--- src/hdl/msc_pkg.sv ---
// Constants, field layout and lookup helpers for the sensor mode configuration block.
// Assumes a 125 MHz single-clock system; shared by the register block and its sleep timer.
package msc_pkg;

  // ****************************************
  // Register offsets and reset values
  // ****************************************
  localparam logic [7:0] MSC_OFS_OPCTL = 8'h01;
  localparam logic [7:0] MSC_OFS_CHAN = 8'h02;
  localparam logic [7:0] MSC_OFS_THRS = 8'h03;
  localparam logic [7:0] MSC_RST_OPCTL = 8'h00;
  localparam logic [7:0] MSC_RST_CHAN = 8'h00;
  localparam logic [6:0] MSC_RST_THRS = 7'h00;
  localparam logic [7:0] MSC_RD_ZERO = 8'h00;

  // ****************************************
  // Field positions
  // ****************************************
  localparam int OPC_FORM_HI = 7;
  localparam int OPC_FORM_LO = 5;
  localparam int OPC_NOISE = 4;
  localparam int OPC_FILT = 3;
  localparam int OPC_TRIG = 2;
  localparam int OPC_MODE_HI = 1;
  localparam int OPC_MODE_LO = 0;
  localparam int CHN_AXIS_HI = 7;
  localparam int CHN_AXIS_LO = 4;
  localparam int CHN_SLEEP_HI = 3;
  localparam int CHN_SLEEP_LO = 0;
  localparam int THS_COUNT = 6;
  localparam int THS_DIR = 5;
  localparam int THS_GAIN = 4;
  localparam int THS_ANG_HI = 3;
  localparam int THS_ANG_LO = 2;
  localparam int THS_XYR = 1;
  localparam int THS_ZR = 0;
  localparam int THS_STORED_HI = 6;

  // ****************************************
  // Encodings
  // ****************************************
  localparam logic [1:0] MSC_MODE_STANDBY = 2'h0;
  localparam logic [1:0] MSC_MODE_SLEEP = 2'h1;
  localparam logic [1:0] MSC_MODE_CONT = 2'h2;
  localparam logic [1:0] MSC_MODE_WAKE = 2'h3;
  localparam logic [2:0] MSC_FORM_SINGLE = 3'h0;
  localparam logic [2:0] MSC_FORM_DUAL = 3'h1;
  localparam logic MSC_TRIG_CMD = 1'b0;
  localparam logic MSC_TRIG_PIN = 1'b1;
  localparam logic [3:0] MSC_AXIS_MASK_LAST = 4'h7;
  localparam logic [3:0] MSC_AXIS_SEQ_LAST = 4'hB;
  localparam logic [1:0] MSC_AXIS_X = 2'h0;
  localparam logic [1:0] MSC_AXIS_Y = 2'h1;
  localparam logic [1:0] MSC_AXIS_Z = 2'h2;
  localparam logic [1:0] MSC_ANG_OFF = 2'h0;
  localparam logic [1:0] MSC_ANG_XY = 2'h1;
  localparam logic [1:0] MSC_ANG_YZ = 2'h2;
  localparam logic [1:0] MSC_ANG_XZ = 2'h3;
  localparam logic [2:0] MSC_CROSS_ONE = 3'h1;
  localparam logic [2:0] MSC_CROSS_FOUR = 3'h4;
  localparam logic [7:0] MSC_ONE8 = 8'h01;
  localparam int MSC_AXES = 3;

  // ****************************************
  // Timing
  // ****************************************
  localparam int MSC_CLK_PERIOD_NS = 8;
  localparam int MSC_MS_NS = 1000000;
  localparam int MSC_MS_CYCLES = MSC_MS_NS / MSC_CLK_PERIOD_NS;

  // Trigger sequencer states, Gray along idle-wait-run
  typedef enum logic [1:0] {
    MSC_TRG_IDLE = 2'h0,
    MSC_TRG_WAIT = 2'h1,
    MSC_TRG_RUN = 2'h3
  } msc_trg_t;

  // Sleep interval in ms; reserved codes take the longest interval
  function automatic logic [14:0] msc_sleep_ms(input logic [3:0] code);
    case (code)
      4'h0: msc_sleep_ms = 15'h0001;
      4'h1: msc_sleep_ms = 15'h0005;
      4'h2: msc_sleep_ms = 15'h000A;
      4'h3: msc_sleep_ms = 15'h000F;
      4'h4: msc_sleep_ms = 15'h0014;
      4'h5: msc_sleep_ms = 15'h001E;
      4'h6: msc_sleep_ms = 15'h0032;
      4'h7: msc_sleep_ms = 15'h0064;
      4'h8: msc_sleep_ms = 15'h01F4;
      4'h9: msc_sleep_ms = 15'h03E8;
      4'hA: msc_sleep_ms = 15'h07D0;
      4'hB: msc_sleep_ms = 15'h1388;
      default: msc_sleep_ms = 15'h4E20;
    endcase
  endfunction : msc_sleep_ms

endpackage : msc_pkg

--- src/hdl/msc_mode_config.sv ---
// Three configuration registers of a 3-axis magnetic sensor plus trigger sequencing.
// Assumes an I2C target front end on ref_clk giving byte accesses, and a datapath reporting busy and done.
// How it works
// - Threshold form zero: each axis code is one signed threshold.
// - Threshold form one: low seven bits give equal north and south thresholds.
// - Operation bit 4 picks low current (0) or low noise (1).
// - Operation bit 3 zero keeps I2C glitch filter, one bypasses it.
// - Operation bit 2 picks I2C command bits or interrupt pin as trigger.
// - A trigger during a conversion waits until that conversion finishes.
// - Triggers arriving while one is pending or serviced are dropped.
// - Triggers are only honoured in standby.
// - Operation bits 1-0: standby, sleep, continuous, wake-up and sleep.
// - Leaving wake-up cycle for standby rewrites the mode field to standby.
// - Axis codes 0-7 are an X/Y/Z enable mask.
// - Axis codes 8-B give XYX, YXY, YZY, XZX sequences.
// - In wake-up cycle, sleep code sets the interval between conversions.
// - Crossing count bit: one or four crossings before interrupt.
// - Direction bit: above or below; ignored when form exceeds one.
// - Gain channel bit picks first or second axis of the angle pair.
// - Angle field enables angle, gain and offset on XY, YZ or XZ.
// - XY range bit doubles the X and Y full scale.
// - Z range bit doubles the Z full scale.
`timescale 1ns/1ps
module msc_mode_config
  import msc_pkg::*;
#(
  parameter int MS_CYCLES = MSC_MS_CYCLES
) (
  // Clock and reset
  input wire logic ref_clk,
  input wire logic rst_n,
  // Register access from the I2C front end
  input wire logic reg_wr_en,
  input wire logic reg_rd_en,
  input wire logic [7:0] reg_addr,
  input wire logic [7:0] reg_wr_data,
  output logic [7:0] reg_rd_data,
  output logic reg_rd_valid,
  // Conversion control
  input wire logic conv_cmd,
  input wire logic int_trig_pin_n,
  input wire logic conv_busy,
  input wire logic conv_done,
  input wire logic ws_wake_exit,
  output logic conv_start,
  output logic continuous_run,
  output logic sleep_active,
  output logic ws_active,
  // Front end configuration
  output logic low_noise_en,
  output logic i2c_filter_bypass,
  output logic [2:0] axis_enable,
  output logic axis_seq_en,
  output logic [1:0] axis_seq_outer,
  output logic [1:0] axis_seq_middle,
  // Threshold configuration
  input wire logic [2:0][7:0] axis_threshold_code,
  output logic [2:0][7:0] thr_upper,
  output logic [2:0][7:0] thr_lower,
  output logic thr_dual_en,
  output logic [2:0] crossings_needed,
  output logic crossing_below,
  // Angle and range
  output logic angle_en,
  output logic [1:0] angle_first_axis,
  output logic [1:0] angle_second_axis,
  output logic gain_correction_channel,
  output logic xy_range_double,
  output logic z_range_double
);

  logic [1:0] rst_sync_r;
  logic rst_sync_n;
  logic [7:0] opctl_r;
  logic [7:0] chan_r;
  logic [6:0] thrs_r;
  logic [2:0] pin_sync_r;
  logic pin_fall;
  logic trig_evt;
  logic ws_wake;
  logic [1:0] op_mode;
  logic [2:0] thr_form;
  logic [3:0] axis_code;
  logic [1:0] ang_code;
  msc_trg_t trg_r;

  // ****************************************
  // Reset release
  // ****************************************
  // Two stages so release never lands near an edge
  always_ff @(posedge ref_clk or negedge rst_n) begin
    if (!rst_n) begin
      rst_sync_r <= 2'h0;
    end else begin
      rst_sync_r <= {rst_sync_r[0], 1'b1};
    end
  end
  assign rst_sync_n = rst_sync_r[1];

  // ****************************************
  // Registers
  // ****************************************
  assign op_mode = opctl_r[OPC_MODE_HI:OPC_MODE_LO];
  assign thr_form = opctl_r[OPC_FORM_HI:OPC_FORM_LO];
  assign axis_code = chan_r[CHN_AXIS_HI:CHN_AXIS_LO];
  assign ang_code = thrs_r[THS_ANG_HI:THS_ANG_LO];

  // Host write wins over the automatic fall back to standby
  always_ff @(posedge ref_clk or negedge rst_sync_n) begin
    if (!rst_sync_n) begin
      opctl_r <= MSC_RST_OPCTL;
    end else if (reg_wr_en && reg_addr == MSC_OFS_OPCTL) begin
      opctl_r <= reg_wr_data;
    end else if (ws_wake_exit && op_mode == MSC_MODE_WAKE) begin
      opctl_r[OPC_MODE_HI:OPC_MODE_LO] <= MSC_MODE_STANDBY;
    end
  end
  // Channel and sleep setup
  always_ff @(posedge ref_clk or negedge rst_sync_n) begin
    if (!rst_sync_n) begin
      chan_r <= MSC_RST_CHAN;
    end else if (reg_wr_en && reg_addr == MSC_OFS_CHAN) begin
      chan_r <= reg_wr_data;
    end
  end
  // Top bit is reserved and not stored
  always_ff @(posedge ref_clk or negedge rst_sync_n) begin
    if (!rst_sync_n) begin
      thrs_r <= MSC_RST_THRS;
    end else if (reg_wr_en && reg_addr == MSC_OFS_THRS) begin
      thrs_r <= reg_wr_data[THS_STORED_HI:0];
    end
  end
  // Read data registered; unmapped offsets read zero
  always_ff @(posedge ref_clk or negedge rst_sync_n) begin
    if (!rst_sync_n) begin
      reg_rd_data <= MSC_RD_ZERO;
      reg_rd_valid <= 1'b0;
    end else begin
      reg_rd_valid <= reg_rd_en;
      if (reg_rd_en) begin
        unique case (reg_addr)
          MSC_OFS_OPCTL: reg_rd_data <= opctl_r;
          MSC_OFS_CHAN: reg_rd_data <= chan_r;
          MSC_OFS_THRS: reg_rd_data <= {1'b0, thrs_r};
          default: reg_rd_data <= MSC_RD_ZERO;
        endcase
      end
    end
  end

  // ****************************************
  // Trigger path
  // ****************************************
  // Pin is asynchronous; third stage only feeds the edge detector
  always_ff @(posedge ref_clk or negedge rst_sync_n) begin
    if (!rst_sync_n) begin
      pin_sync_r <= 3'h7;
    end else begin
      pin_sync_r <= {pin_sync_r[1:0], int_trig_pin_n};
    end
  end
  assign pin_fall = pin_sync_r[2] && !pin_sync_r[1];

  // Source select honoured only in standby
  assign trig_evt = (op_mode == MSC_MODE_STANDBY) &&
    ((opctl_r[OPC_TRIG] == MSC_TRIG_PIN) ? pin_fall : conv_cmd);

  // One trigger in flight; extra events simply fall away
  always_ff @(posedge ref_clk or negedge rst_sync_n) begin
    if (!rst_sync_n) begin
      trg_r <= MSC_TRG_IDLE;
    end else begin
      unique case (trg_r)
        MSC_TRG_IDLE: begin
          if (trig_evt) begin
            trg_r <= MSC_TRG_WAIT;
          end
        end
        MSC_TRG_WAIT: begin
          if (!conv_busy) begin
            trg_r <= MSC_TRG_RUN;
          end
        end
        MSC_TRG_RUN: begin
          if (conv_done) begin
            trg_r <= MSC_TRG_IDLE;
          end
        end
        default: trg_r <= MSC_TRG_IDLE;
      endcase
    end
  end
  // Wake-up interval timer
  msc_ws_timer #(
    .MS_CYCLES(MS_CYCLES)
  ) u_ws_timer (
    .ref_clk(ref_clk),
    .rst_sync_n(rst_sync_n),
    .run(op_mode == MSC_MODE_WAKE),
    .interval_ms(msc_sleep_ms(chan_r[CHN_SLEEP_HI:CHN_SLEEP_LO])),
    .wake(ws_wake)
  );

  // Queued trigger starts once the running conversion is done
  assign conv_start = (trg_r == MSC_TRG_WAIT && !conv_busy) || ws_wake;
  assign continuous_run = (op_mode == MSC_MODE_CONT);
  assign sleep_active = (op_mode == MSC_MODE_SLEEP);
  assign ws_active = (op_mode == MSC_MODE_WAKE);

  // ****************************************
  // Configuration decode
  // ****************************************
  assign low_noise_en = opctl_r[OPC_NOISE];
  assign i2c_filter_bypass = opctl_r[OPC_FILT];
  assign thr_dual_en = (thr_form == MSC_FORM_DUAL);
  assign crossings_needed = thrs_r[THS_COUNT] ? MSC_CROSS_FOUR : MSC_CROSS_ONE;
  assign crossing_below = (thr_form <= MSC_FORM_DUAL) && thrs_r[THS_DIR];
  assign gain_correction_channel = thrs_r[THS_GAIN];
  assign xy_range_double = thrs_r[THS_XYR];
  assign z_range_double = thrs_r[THS_ZR];
  assign angle_en = (ang_code != MSC_ANG_OFF);

  // Reserved axis codes acquire nothing rather than guess
  always_comb begin
    axis_enable = 3'h0;
    axis_seq_en = 1'b0;
    axis_seq_outer = MSC_AXIS_X;
    axis_seq_middle = MSC_AXIS_X;
    if (axis_code <= MSC_AXIS_MASK_LAST) begin
      axis_enable = axis_code[2:0];
    end else if (axis_code <= MSC_AXIS_SEQ_LAST) begin
      axis_seq_en = 1'b1;
      unique case (axis_code[1:0])
        2'h0: begin
          axis_seq_outer = MSC_AXIS_X;
          axis_seq_middle = MSC_AXIS_Y;
        end
        2'h1: begin
          axis_seq_outer = MSC_AXIS_Y;
          axis_seq_middle = MSC_AXIS_X;
        end
        2'h2: begin
          axis_seq_outer = MSC_AXIS_Y;
          axis_seq_middle = MSC_AXIS_Z;
        end
        2'h3: begin
          axis_seq_outer = MSC_AXIS_X;
          axis_seq_middle = MSC_AXIS_Z;
        end
      endcase
      axis_enable = 3'(3'h1 << axis_seq_outer) | 3'(3'h1 << axis_seq_middle);
    end
  end

  // Angle pair; the off code still reports X then Y
  always_comb begin
    angle_first_axis = MSC_AXIS_X;
    angle_second_axis = MSC_AXIS_Y;
    unique case (ang_code)
      MSC_ANG_OFF, MSC_ANG_XY: begin
        angle_first_axis = MSC_AXIS_X;
        angle_second_axis = MSC_AXIS_Y;
      end
      MSC_ANG_YZ: begin
        angle_first_axis = MSC_AXIS_Y;
        angle_second_axis = MSC_AXIS_Z;
      end
      MSC_ANG_XZ: begin
        angle_first_axis = MSC_AXIS_X;
        angle_second_axis = MSC_AXIS_Z;
      end
    endcase
  end

  // ****************************************
  // Threshold shaping per axis
  // ****************************************
  // Reserved forms yield zero thresholds, which disable comparison
  for (genvar g = 0; g < MSC_AXES; g++) begin : g_axis
    logic [7:0] mag;
    assign mag = {1'b0, axis_threshold_code[g][6:0]};
    always_ff @(posedge ref_clk or negedge rst_sync_n) begin
      if (!rst_sync_n) begin
        thr_upper[g] <= MSC_RD_ZERO;
        thr_lower[g] <= MSC_RD_ZERO;
      end else if (thr_form == MSC_FORM_SINGLE) begin
        thr_upper[g] <= axis_threshold_code[g];
        thr_lower[g] <= axis_threshold_code[g];
      end else if (thr_form == MSC_FORM_DUAL) begin
        thr_upper[g] <= mag;
        thr_lower[g] <= ~mag + MSC_ONE8;
      end else begin
        thr_upper[g] <= MSC_RD_ZERO;
        thr_lower[g] <= MSC_RD_ZERO;
      end
    end
  end

  // ****************************************
  // Checks
  // ****************************************
  mode_write_a: assert property (@(posedge ref_clk) disable iff (!rst_sync_n)
    reg_wr_en && reg_addr == MSC_OFS_OPCTL |=> op_mode == $past(reg_wr_data[OPC_MODE_HI:OPC_MODE_LO]))
    else $error("mode field not taken from write");
  ws_exit_a: assert property (@(posedge ref_clk) disable iff (!rst_sync_n)
    ws_wake_exit && ws_active && !(reg_wr_en && reg_addr == MSC_OFS_OPCTL) |=> op_mode == MSC_MODE_STANDBY)
    else $error("wake exit did not return to standby");
  mode_gate_a: assert property (@(posedge ref_clk) disable iff (!rst_sync_n)
    trg_r == MSC_TRG_IDLE && op_mode != MSC_MODE_STANDBY |=> trg_r == MSC_TRG_IDLE)
    else $error("trigger taken outside standby");
  busy_hold_a: assert property (@(posedge ref_clk) disable iff (!rst_sync_n)
    trg_r == MSC_TRG_WAIT && conv_busy && !ws_wake |-> !conv_start ##1 trg_r == MSC_TRG_WAIT)
    else $error("trigger started over a running conversion");
  drop_extra_a: assert property (@(posedge ref_clk) disable iff (!rst_sync_n)
    trg_r == MSC_TRG_RUN && !conv_done ##1 trg_r == MSC_TRG_RUN && !conv_busy && !ws_wake |-> !conv_start)
    else $error("second trigger started while serviced");
  src_cmd_a: assert property (@(posedge ref_clk) disable iff (!rst_sync_n)
    trg_r == MSC_TRG_IDLE && !conv_cmd && opctl_r[OPC_TRIG] == MSC_TRIG_CMD |=> trg_r == MSC_TRG_IDLE)
    else $error("pin trigger taken in command mode");
  single_thr_a: assert property (@(posedge ref_clk) disable iff (!rst_sync_n)
    thr_form == MSC_FORM_SINGLE |=> thr_upper[0] == $past(axis_threshold_code[0]))
    else $error("single threshold not the signed code");
  dual_thr_a: assert property (@(posedge ref_clk) disable iff (!rst_sync_n)
    thr_form == MSC_FORM_DUAL |=> thr_upper[1] + thr_lower[1] == 8'h00 && !thr_upper[1][7])
    else $error("dual thresholds not opposite");
  dir_ignore_a: assert property (@(posedge ref_clk) disable iff (!rst_sync_n)
    thr_form > MSC_FORM_DUAL |-> !crossing_below)
    else $error("direction honoured for reserved form");
  cross_count_a: assert property (@(posedge ref_clk) disable iff (!rst_sync_n)
    reg_wr_en && reg_addr == MSC_OFS_THRS |=> crossings_needed == ($past(reg_wr_data[THS_COUNT]) ? 3'h4 : 3'h1))
    else $error("crossing count wrong");
  rsvd_read_a: assert property (@(posedge ref_clk) disable iff (!rst_sync_n)
    reg_rd_en && reg_addr == MSC_OFS_THRS |=> reg_rd_valid && !reg_rd_data[7]
      && reg_rd_data[THS_GAIN] == $past(gain_correction_channel))
    else $error("threshold setup readback wrong");

endmodule : msc_mode_config

--- src/hdl/msc_ws_timer.sv ---
// Wake-up interval timer: a ms tick divider followed by a ms counter.
// Assumes run drops whenever the device is not cycling wake-up and sleep.
`timescale 1ns/1ps
module msc_ws_timer
  import msc_pkg::*;
#(
  parameter int MS_CYCLES = MSC_MS_CYCLES
) (
  // Clock and synchronised reset
  input wire logic ref_clk,
  input wire logic rst_sync_n,
  // Control
  input wire logic run,
  input wire logic [14:0] interval_ms,
  // Expiry pulse
  output logic wake
);

  localparam int DIV_W = $clog2(MS_CYCLES + 1);
  localparam logic [DIV_W-1:0] DIV_LAST = DIV_W'(MS_CYCLES - 1);

  logic [DIV_W-1:0] div_r;
  logic [14:0] ms_r;
  logic tick;

  // ****************************************
  // Millisecond enable
  // ****************************************
  assign tick = run && (div_r == DIV_LAST);

  // Divider held at zero outside the cycle so each period starts clean
  always_ff @(posedge ref_clk or negedge rst_sync_n) begin
    if (!rst_sync_n) begin
      div_r <= '0;
    end else if (!run || tick) begin
      div_r <= '0;
    end else begin
      div_r <= div_r + 1'b1;
    end
  end

  // ****************************************
  // Interval count
  // ****************************************
  assign wake = tick && (ms_r + 15'h0001 >= interval_ms);

  // Interval compared on every tick, so a new code takes effect in the current period
  always_ff @(posedge ref_clk or negedge rst_sync_n) begin
    if (!rst_sync_n) begin
      ms_r <= '0;
    end else if (!run || wake) begin
      ms_r <= '0;
    end else if (tick) begin
      ms_r <= ms_r + 15'h0001;
    end
  end

endmodule : msc_ws_timer

--- config.mk ---
export PLATFORM = sky130hd
export DESIGN_NAME = msc_mode_config
export DESIGN_NICKNAME = d
export VERILOG_FILES = /design/src/hdl/msc_pkg.sv /design/src/hdl/msc_mode_config.sv /design/src/hdl/msc_ws_timer.sv
export SDC_FILE = /design/constraint.sdc
export NUM_CORES = 1
export LEC_CHECK = 0
export BUFFER_PORTS_ARGS = -buffer_cell sky130_fd_sc_hd__buf_2
export CAP_MARGIN = 15
export CORE_UTILIZATION = 40
export CTS_CLUSTER_SIZE = 25
export DETAILED_ROUTE_END_ITERATION = 6
export HOLD_SLACK_MARGIN = 0.06
export MAX_ROUTING_LAYER = met4
export PLACE_DENSITY = 0.62
export SYNTH_ARGS = -nofsm -noshare
export SYNTH_HDL_FRONTEND = slang
export SYNTH_SLANG_ARGS = --single-unit
--- constraint.sdc ---
create_clock -name ref_clk -period 4.5 [get_ports ref_clk]
set_input_delay 0.45 -clock ref_clk [delete_from_list [all_inputs] [get_ports ref_clk]]
set_output_delay 0.45 -clock ref_clk [all_outputs]
set_load 0.005 [all_outputs]
**Word-level counts from Yosys, hierarchy flattened**

Memories as Yosys holds them, arrays and structs flattened.
Index checks and enable logic that the tools add are counted.

- Memories: 1
- Word-level logic and storage cells: 123
- Input port bits: 49
- ROM bits: 224
- Flip-flop bits (word level): 119
- Output and inout bits: 84

Memories:

| memory | words | width | read ports | clocked after memory_dff | wr ports | RTL line | source |
|---|---|---|---|---|---|---|---|
| (name not given) | 16 | 14 | 1 | 0 | 0 | msc_pkg.sv:80 | `case (code)` |

- Shift operators: 2
- Add/subtract/negate cells: 5
- Reduce and logical (&&, ||, !) cells: 31
- Bitwise operators: 4
- Order comparisons: 4
- Mux-type cells: 40
- Equality and inequality tests: 19

Operators by type and width:

| operator | number |
|---|---|
| $mux 8 | 9 |
| $mux 15 | 2 |
| $mux 2 | 13 |
| $add 8x1->8 const B | 3 |
| $not 7->8 | 3 |
| $pmux 8 s3 | 1 |
| $mux 7 | 3 |
| $add 17x1->17 const B | 1 |
| $eq 17x17->1 const B | 1 |
| $mux 17 | 1 |
| $eq 8x2->1 const B | 2 |
| $add 15x1->15 const B | 1 |
| $ge 15x15->1 | 1 |
| $eq 2x2->1 const B | 7 |
| $pmux 2 s2 | 3 |
| $pmux 2 s3 | 2 |
| $logic_and 1x1->1 | 10 |
| $reduce_or 2->1 | 5 |
| $mux 3 | 3 |
| $eq 2x1->1 const B | 4 |
| $eq 8x1->1 const B | 1 |
| $logic_not 2->1 | 4 |
| $ne 2x2->1 const B | 3 |
| $reduce_bool 2->1 | 3 |
| other kinds (12) | 19 |

**Longest topological paths before layout**

- Word-level depth: 9
- Depth in mapped cells: 13

**Cells and area by module**

Synthesis repeated with hierarchy kept, for this count alone.

- Cells, all modules: 588
- Area total of the unflattened synthesis: 6110.9 µm²

By module, submodules not included:

| module | times used | area an instance (µm²) | sequential area each (µm²) | cells an instance |
|---|---|---|---|---|
| msc_mode_config | 1 | 3965.1 | 2105.8 | 353 |
| msc_ws_timer | 1 | 2145.8 | 800.8 | 235 |

**Worst setup path after synthesis**

No wires, ideal clock.

- Path type: register to output
- Start: register u_ws_timer.ms_r[0]
- End: output port conv_start
- Stages on the path, launching flop included: 12
- Buffers on the path: 0
- Arrival: 2.604 ns
- Required time: 4.050 ns
- Path slack: 1.446 ns
- Cells stage by stage: dfrtp_1 > ha_1 > nand3_1 > nor3_1 > and3_1 > xor2_1 > ha_1 > a211oi_1 > o41ai_1 > o211ai_2 > nand2_1 > a22o_1

- Cells in the longest elaborated chain, start to end: 4

Ends and longest elaborated chain:

| item | RTL line | source |
|---|---|---|
| start: declaration | msc_ws_timer.sv:23 | `logic [14:0] ms_r;` |
| start signal: assignment | msc_ws_timer.sv:54 | `ms_r <= ms_r + 15'h0001;` |
| $add 15x1->15 | msc_ws_timer.sv:45 | `assign wake = tick && (ms_r + 15'h0001 >= interval_ms);` |
| $ge 15x15->1 | msc_ws_timer.sv:45 |  |
| $logic_and 1x1->1 | msc_ws_timer.sv:45 |  |
| $logic_or 1x1->1 | msc_mode_config.sv:206 | `assign conv_start = (trg_r == MSC_TRG_WAIT && !conv_busy) \|\| ws_wake;` |
| end: declaration | msc_mode_config.sv:45 | `output logic conv_start,` |

Every way passes these cells.

**Final worst setup path**

Ends and elaborated chain as after synthesis.

==> results.sh <==
export IMPL_crit_required_ns=4.05
export IMPL_synth_xor_area_share_pct=5.58
export IMPL_grt_use_met3_pct=6.64
export IMPL_cts_buffers=17
export IMPL_tritoncts="yes"
export IMPL_synth_edf_count=0
export IMPL_start_util_pct=41.0
export IMPL_vias=4810
export IMPL_layout_drive_gt1_share_pct=27.7
export IMPL_syn_cell_area_sq_mm=0.00597
export IMPL_worst_hold_slack_ns=0.135
export IMPL_drc=0
export IMPL_htreeDepth=4
export IMPL_final_common_cell="buf_2"
export IMPL_maxCapViolations=0
export IMPL_cts_sinks=116
export IMPL_crit_type="reg2out"
export IMPL_slew_violations=0
export IMPL_synth_flop_cell="dfrtp_1"
export IMPL_hold_path_depth=1
export IMPL_synthArstFlopShare_pct=100
export IMPL_drtIter0Drc=280
export IMPL_end_kind="output port"
export IMPL_cts_root_buf="clkbuf_16"
export IMPL_yosysTopAreaCellShare_pct=47.4
export IMPL_die_y_um=124
export IMPL_worstPathCellList="ha_1, nand3_1, nor3_1, and3_1, xor2_1, ha_1, a21oi_1, nand2_1, o211ai_2, nand2_1, a22o_1, buf_2"
export IMPL_setup_slack_ns=0.348
export IMPL_viasPerCell=5.16
export IMPL_setup_tns_ns=0
export IMPL_rsz0062_at_grt="false"
export IMPL_synth_distinct_cells=58
export IMPL_worst_pin_slew_ns=1.05
export IMPL_coreArea_sq_mm=0.0145
export IMPL_r2r_start="u_ws_timer.ms_r[0]$_DFFE_PN0P_"
export IMPL_multi_input_comb_area_sq_mm=0.00282
export IMPL_synthSimpleGateAreaFrac_pct=21.4
export IMPL_io_buffers=129
export IMPL_grt_total_usage_pct=20.2
export IMPL_final_util_pct=50.6
export IMPL_grt_antenna_before_repair=1
export IMPL_mostFrequentLayoutCells="129 x buf_2, 112 x dfrtp_1, 74 x nand2_1"
export IMPL_synth_compound_area_share_pct=8.58
export IMPL_startpoint_type="flip-flop"
export IMPL_crit_path_max_incr_delay_ns=0.56
export IMPL_gr_usage_met1_pct=25.9
export IMPL_avgRoutedWirePerCell_um=15.2
export IMPL_crit_family="simple AND/OR/NAND/NOR gates"
export IMPL_cts_setup_buffers=0
export IMPL_gp_congestion=0.790
export IMPL_ff2ff_setup_slack_ns=0.85
export IMPL_fin_crit_sh_pct=92.3
export IMPL_wirelength_um=14100
export IMPL_grt_pass1_vias=4657
export IMPL_synth_top_family_by_area="simple AND/OR/NAND/NOR gates"
export IMPL_synthCells=603
export IMPL_post_place_ws_ns=0.881
export IMPL_hold_end="pin_sync_r[0]$_DFF_PN1_"
export IMPL_outcome="completed"
export IMPL_crit_arrival_ns=3.70
export IMPL_synthAdderAreaFrac_pct=6.08
export IMPL_fill_cells=1331
export IMPL_dp_cells=897
export IMPL_hold_class="in2reg"
export IMPL_clock_latency_ns=0.41
export IMPL_seqCellArea_sq_mm=0.00291
export IMPL_hpwlAfterDp_um=10200
export IMPL_fmax_mhz=241
export IMPL_synth_area_mux_share_pct=5.37
export IMPL_postCtsHoldBufs=1
export IMPL_grt_util_met2_pct=29.7
export IMPL_p_per_area_mw_per_mm2=372
export IMPL_synth_area_per_cell_sq_um=9.89
export IMPL_grt_pass1_wl_um=22900
export IMPL_boundaryPins=133
export IMPL_grt_busiest_layer="met2"
export IMPL_r2r_end="u_ws_timer.ms_r[9]$_DFFE_PN0P_"
export IMPL_cts_resized_gates=0
export IMPL_synth_seq_cells=116
export IMPL_max_slew_margin_pct=29.8
export IMPL_yosysWarnings=0
export IMPL_areaGrowthSynthToFinish_pct=23.2
export IMPL_synth_area_leaders="dfrtp_1 47%, ha_1 6.1%, nand2_1 4.7%"
export IMPL_grt_overflow=0
export IMPL_reg2regPathDepth=13
export IMPL_cts_clk_slew_worst_paths_ns=0.05
export IMPL_design_die_area_sq_mm=0.0154
export IMPL_finalNonFillerCells=932
export IMPL_hold_viol_final=0
export IMPL_path_depth=12
export IMPL_nets=812
export IMPL_path_max_fanout=8
export IMPL_drt_pass1_iter_count=4
export IMPL_power_leakage_nw=3.51
export IMPL_ir_drop_mv=0.272
export IMPL_setup_viol=0
export IMPL_post_synth_top_area_cell="dfrtp_1"
export IMPL_fin_crit_ns=4.15
export IMPL_crit_slowest_cell="nor3_1"
export IMPL_ant_nets=0
export IMPL_die_x_um=124
export IMPL_yosysSeqAreaShare_pct=48.7
export IMPL_finClkSkew_ns=0.00878
export IMPL_fp_row_count=44
export IMPL_min_from="int_trig_pin_n"
export IMPL_grt_max_degree=83
export IMPL_path_buf_inv=1
export IMPL_clk_path_buf_depth=2
[layer usage]
metal / vias up / part of all wire (%) / wire (um)
li1: 2314 / - / -
met1: 2344 / 46 / 6510
met2: 129 / 46 / 6500
met3: 23 / 6.3 / 894
met4: 0 / 1.5 / 218
met5: - / 0 / 0
[final cells by class]
cell class / count / share of cell area [%]
sequential: 116 / 39.6
multi-input combinational: 432 / 38.3
timing repair buffer: 135 / 9.60
clock buffer: 23 / 6.23
tap: 184 / 3.13
inverter: 32 / 1.63
clock inverter: 9 / 1.48
antenna: 1 / 0.0340
[stage by stage]
step                cell area (sq um)  power [mW]
floorplan                        5970        1.32
global placement                 6750        1.44
detailed placement               6750        1.45
CTS                              7330        2.76
global route                     7350        2.86
finish                           7350        2.73
[logic make-up (layout without fill, tap and decap cells)]
group / Yosys count / in the layout
AOI/OAI and AO/OA: 77 / 77
and+or+nand+nor: 255 / 255
adders and majority gates: 29 / 29
other: 2 / 5
buffers and inverters: 57 / 199
muxes: 29 / 29
xor gates and xnor gates: 38 / 38
DFF: 116 / 116
[flip-flops by register name, summed over array words and instances (netlist names), 7 cells and up]
name and cells:
chan_r 8, opctl_r 8, reg_rd_data 8, thr_lower 24, thr_upper 21, thrs_r 7
u_ws_timer.div_r 17, u_ws_timer.ms_r 15
[power by group]
| part | switching [mW] | internal (mW) |
|---|---|---|
| clock | 0.472 | 0.827 |
| combinational | 0.158 | 0.127 |
| sequential | 0.0431 | 1.11 |
[how the worst max path moves through the flow]
stage                                              start               endpoint
after CTS                 u_ws_timer.ms_r[0]$_DFFE_PN0P_             conv_start
after floorplan                  rst_sync_r[1]$_DFF_PN0_  chan_r[0]$_DFFE_PN0P_
after detailed placement  u_ws_timer.ms_r[0]$_DFFE_PN0P_             conv_start
after global placement    u_ws_timer.ms_r[0]$_DFFE_PN0P_             conv_start
final                     u_ws_timer.ms_r[0]$_DFFE_PN0P_             conv_start
after global routing      u_ws_timer.ms_r[0]$_DFFE_PN0P_             conv_start
[Yosys cell counts, drive strengths merged (7+ instances only)]
| cell type | instances |
|---|---|
| a21oi | 12 |
| a22oi | 7 |
| and2 | 24 |
| buf | 11 |
| clkbuf | 14 |
| dfrtp | 113 |
| ha | 29 |
| inv | 32 |
| mux2 | 24 |
| nand2 | 75 |
| nand3 | 28 |
| nand4 | 9 |
| nor2 | 64 |
| nor3 | 9 |
| o21ai | 19 |
| o22ai | 8 |
| or2 | 9 |
| or3 | 8 |
| xnor2 | 13 |
| xor2 | 25 |
Power figures use the tool's default switching activity.
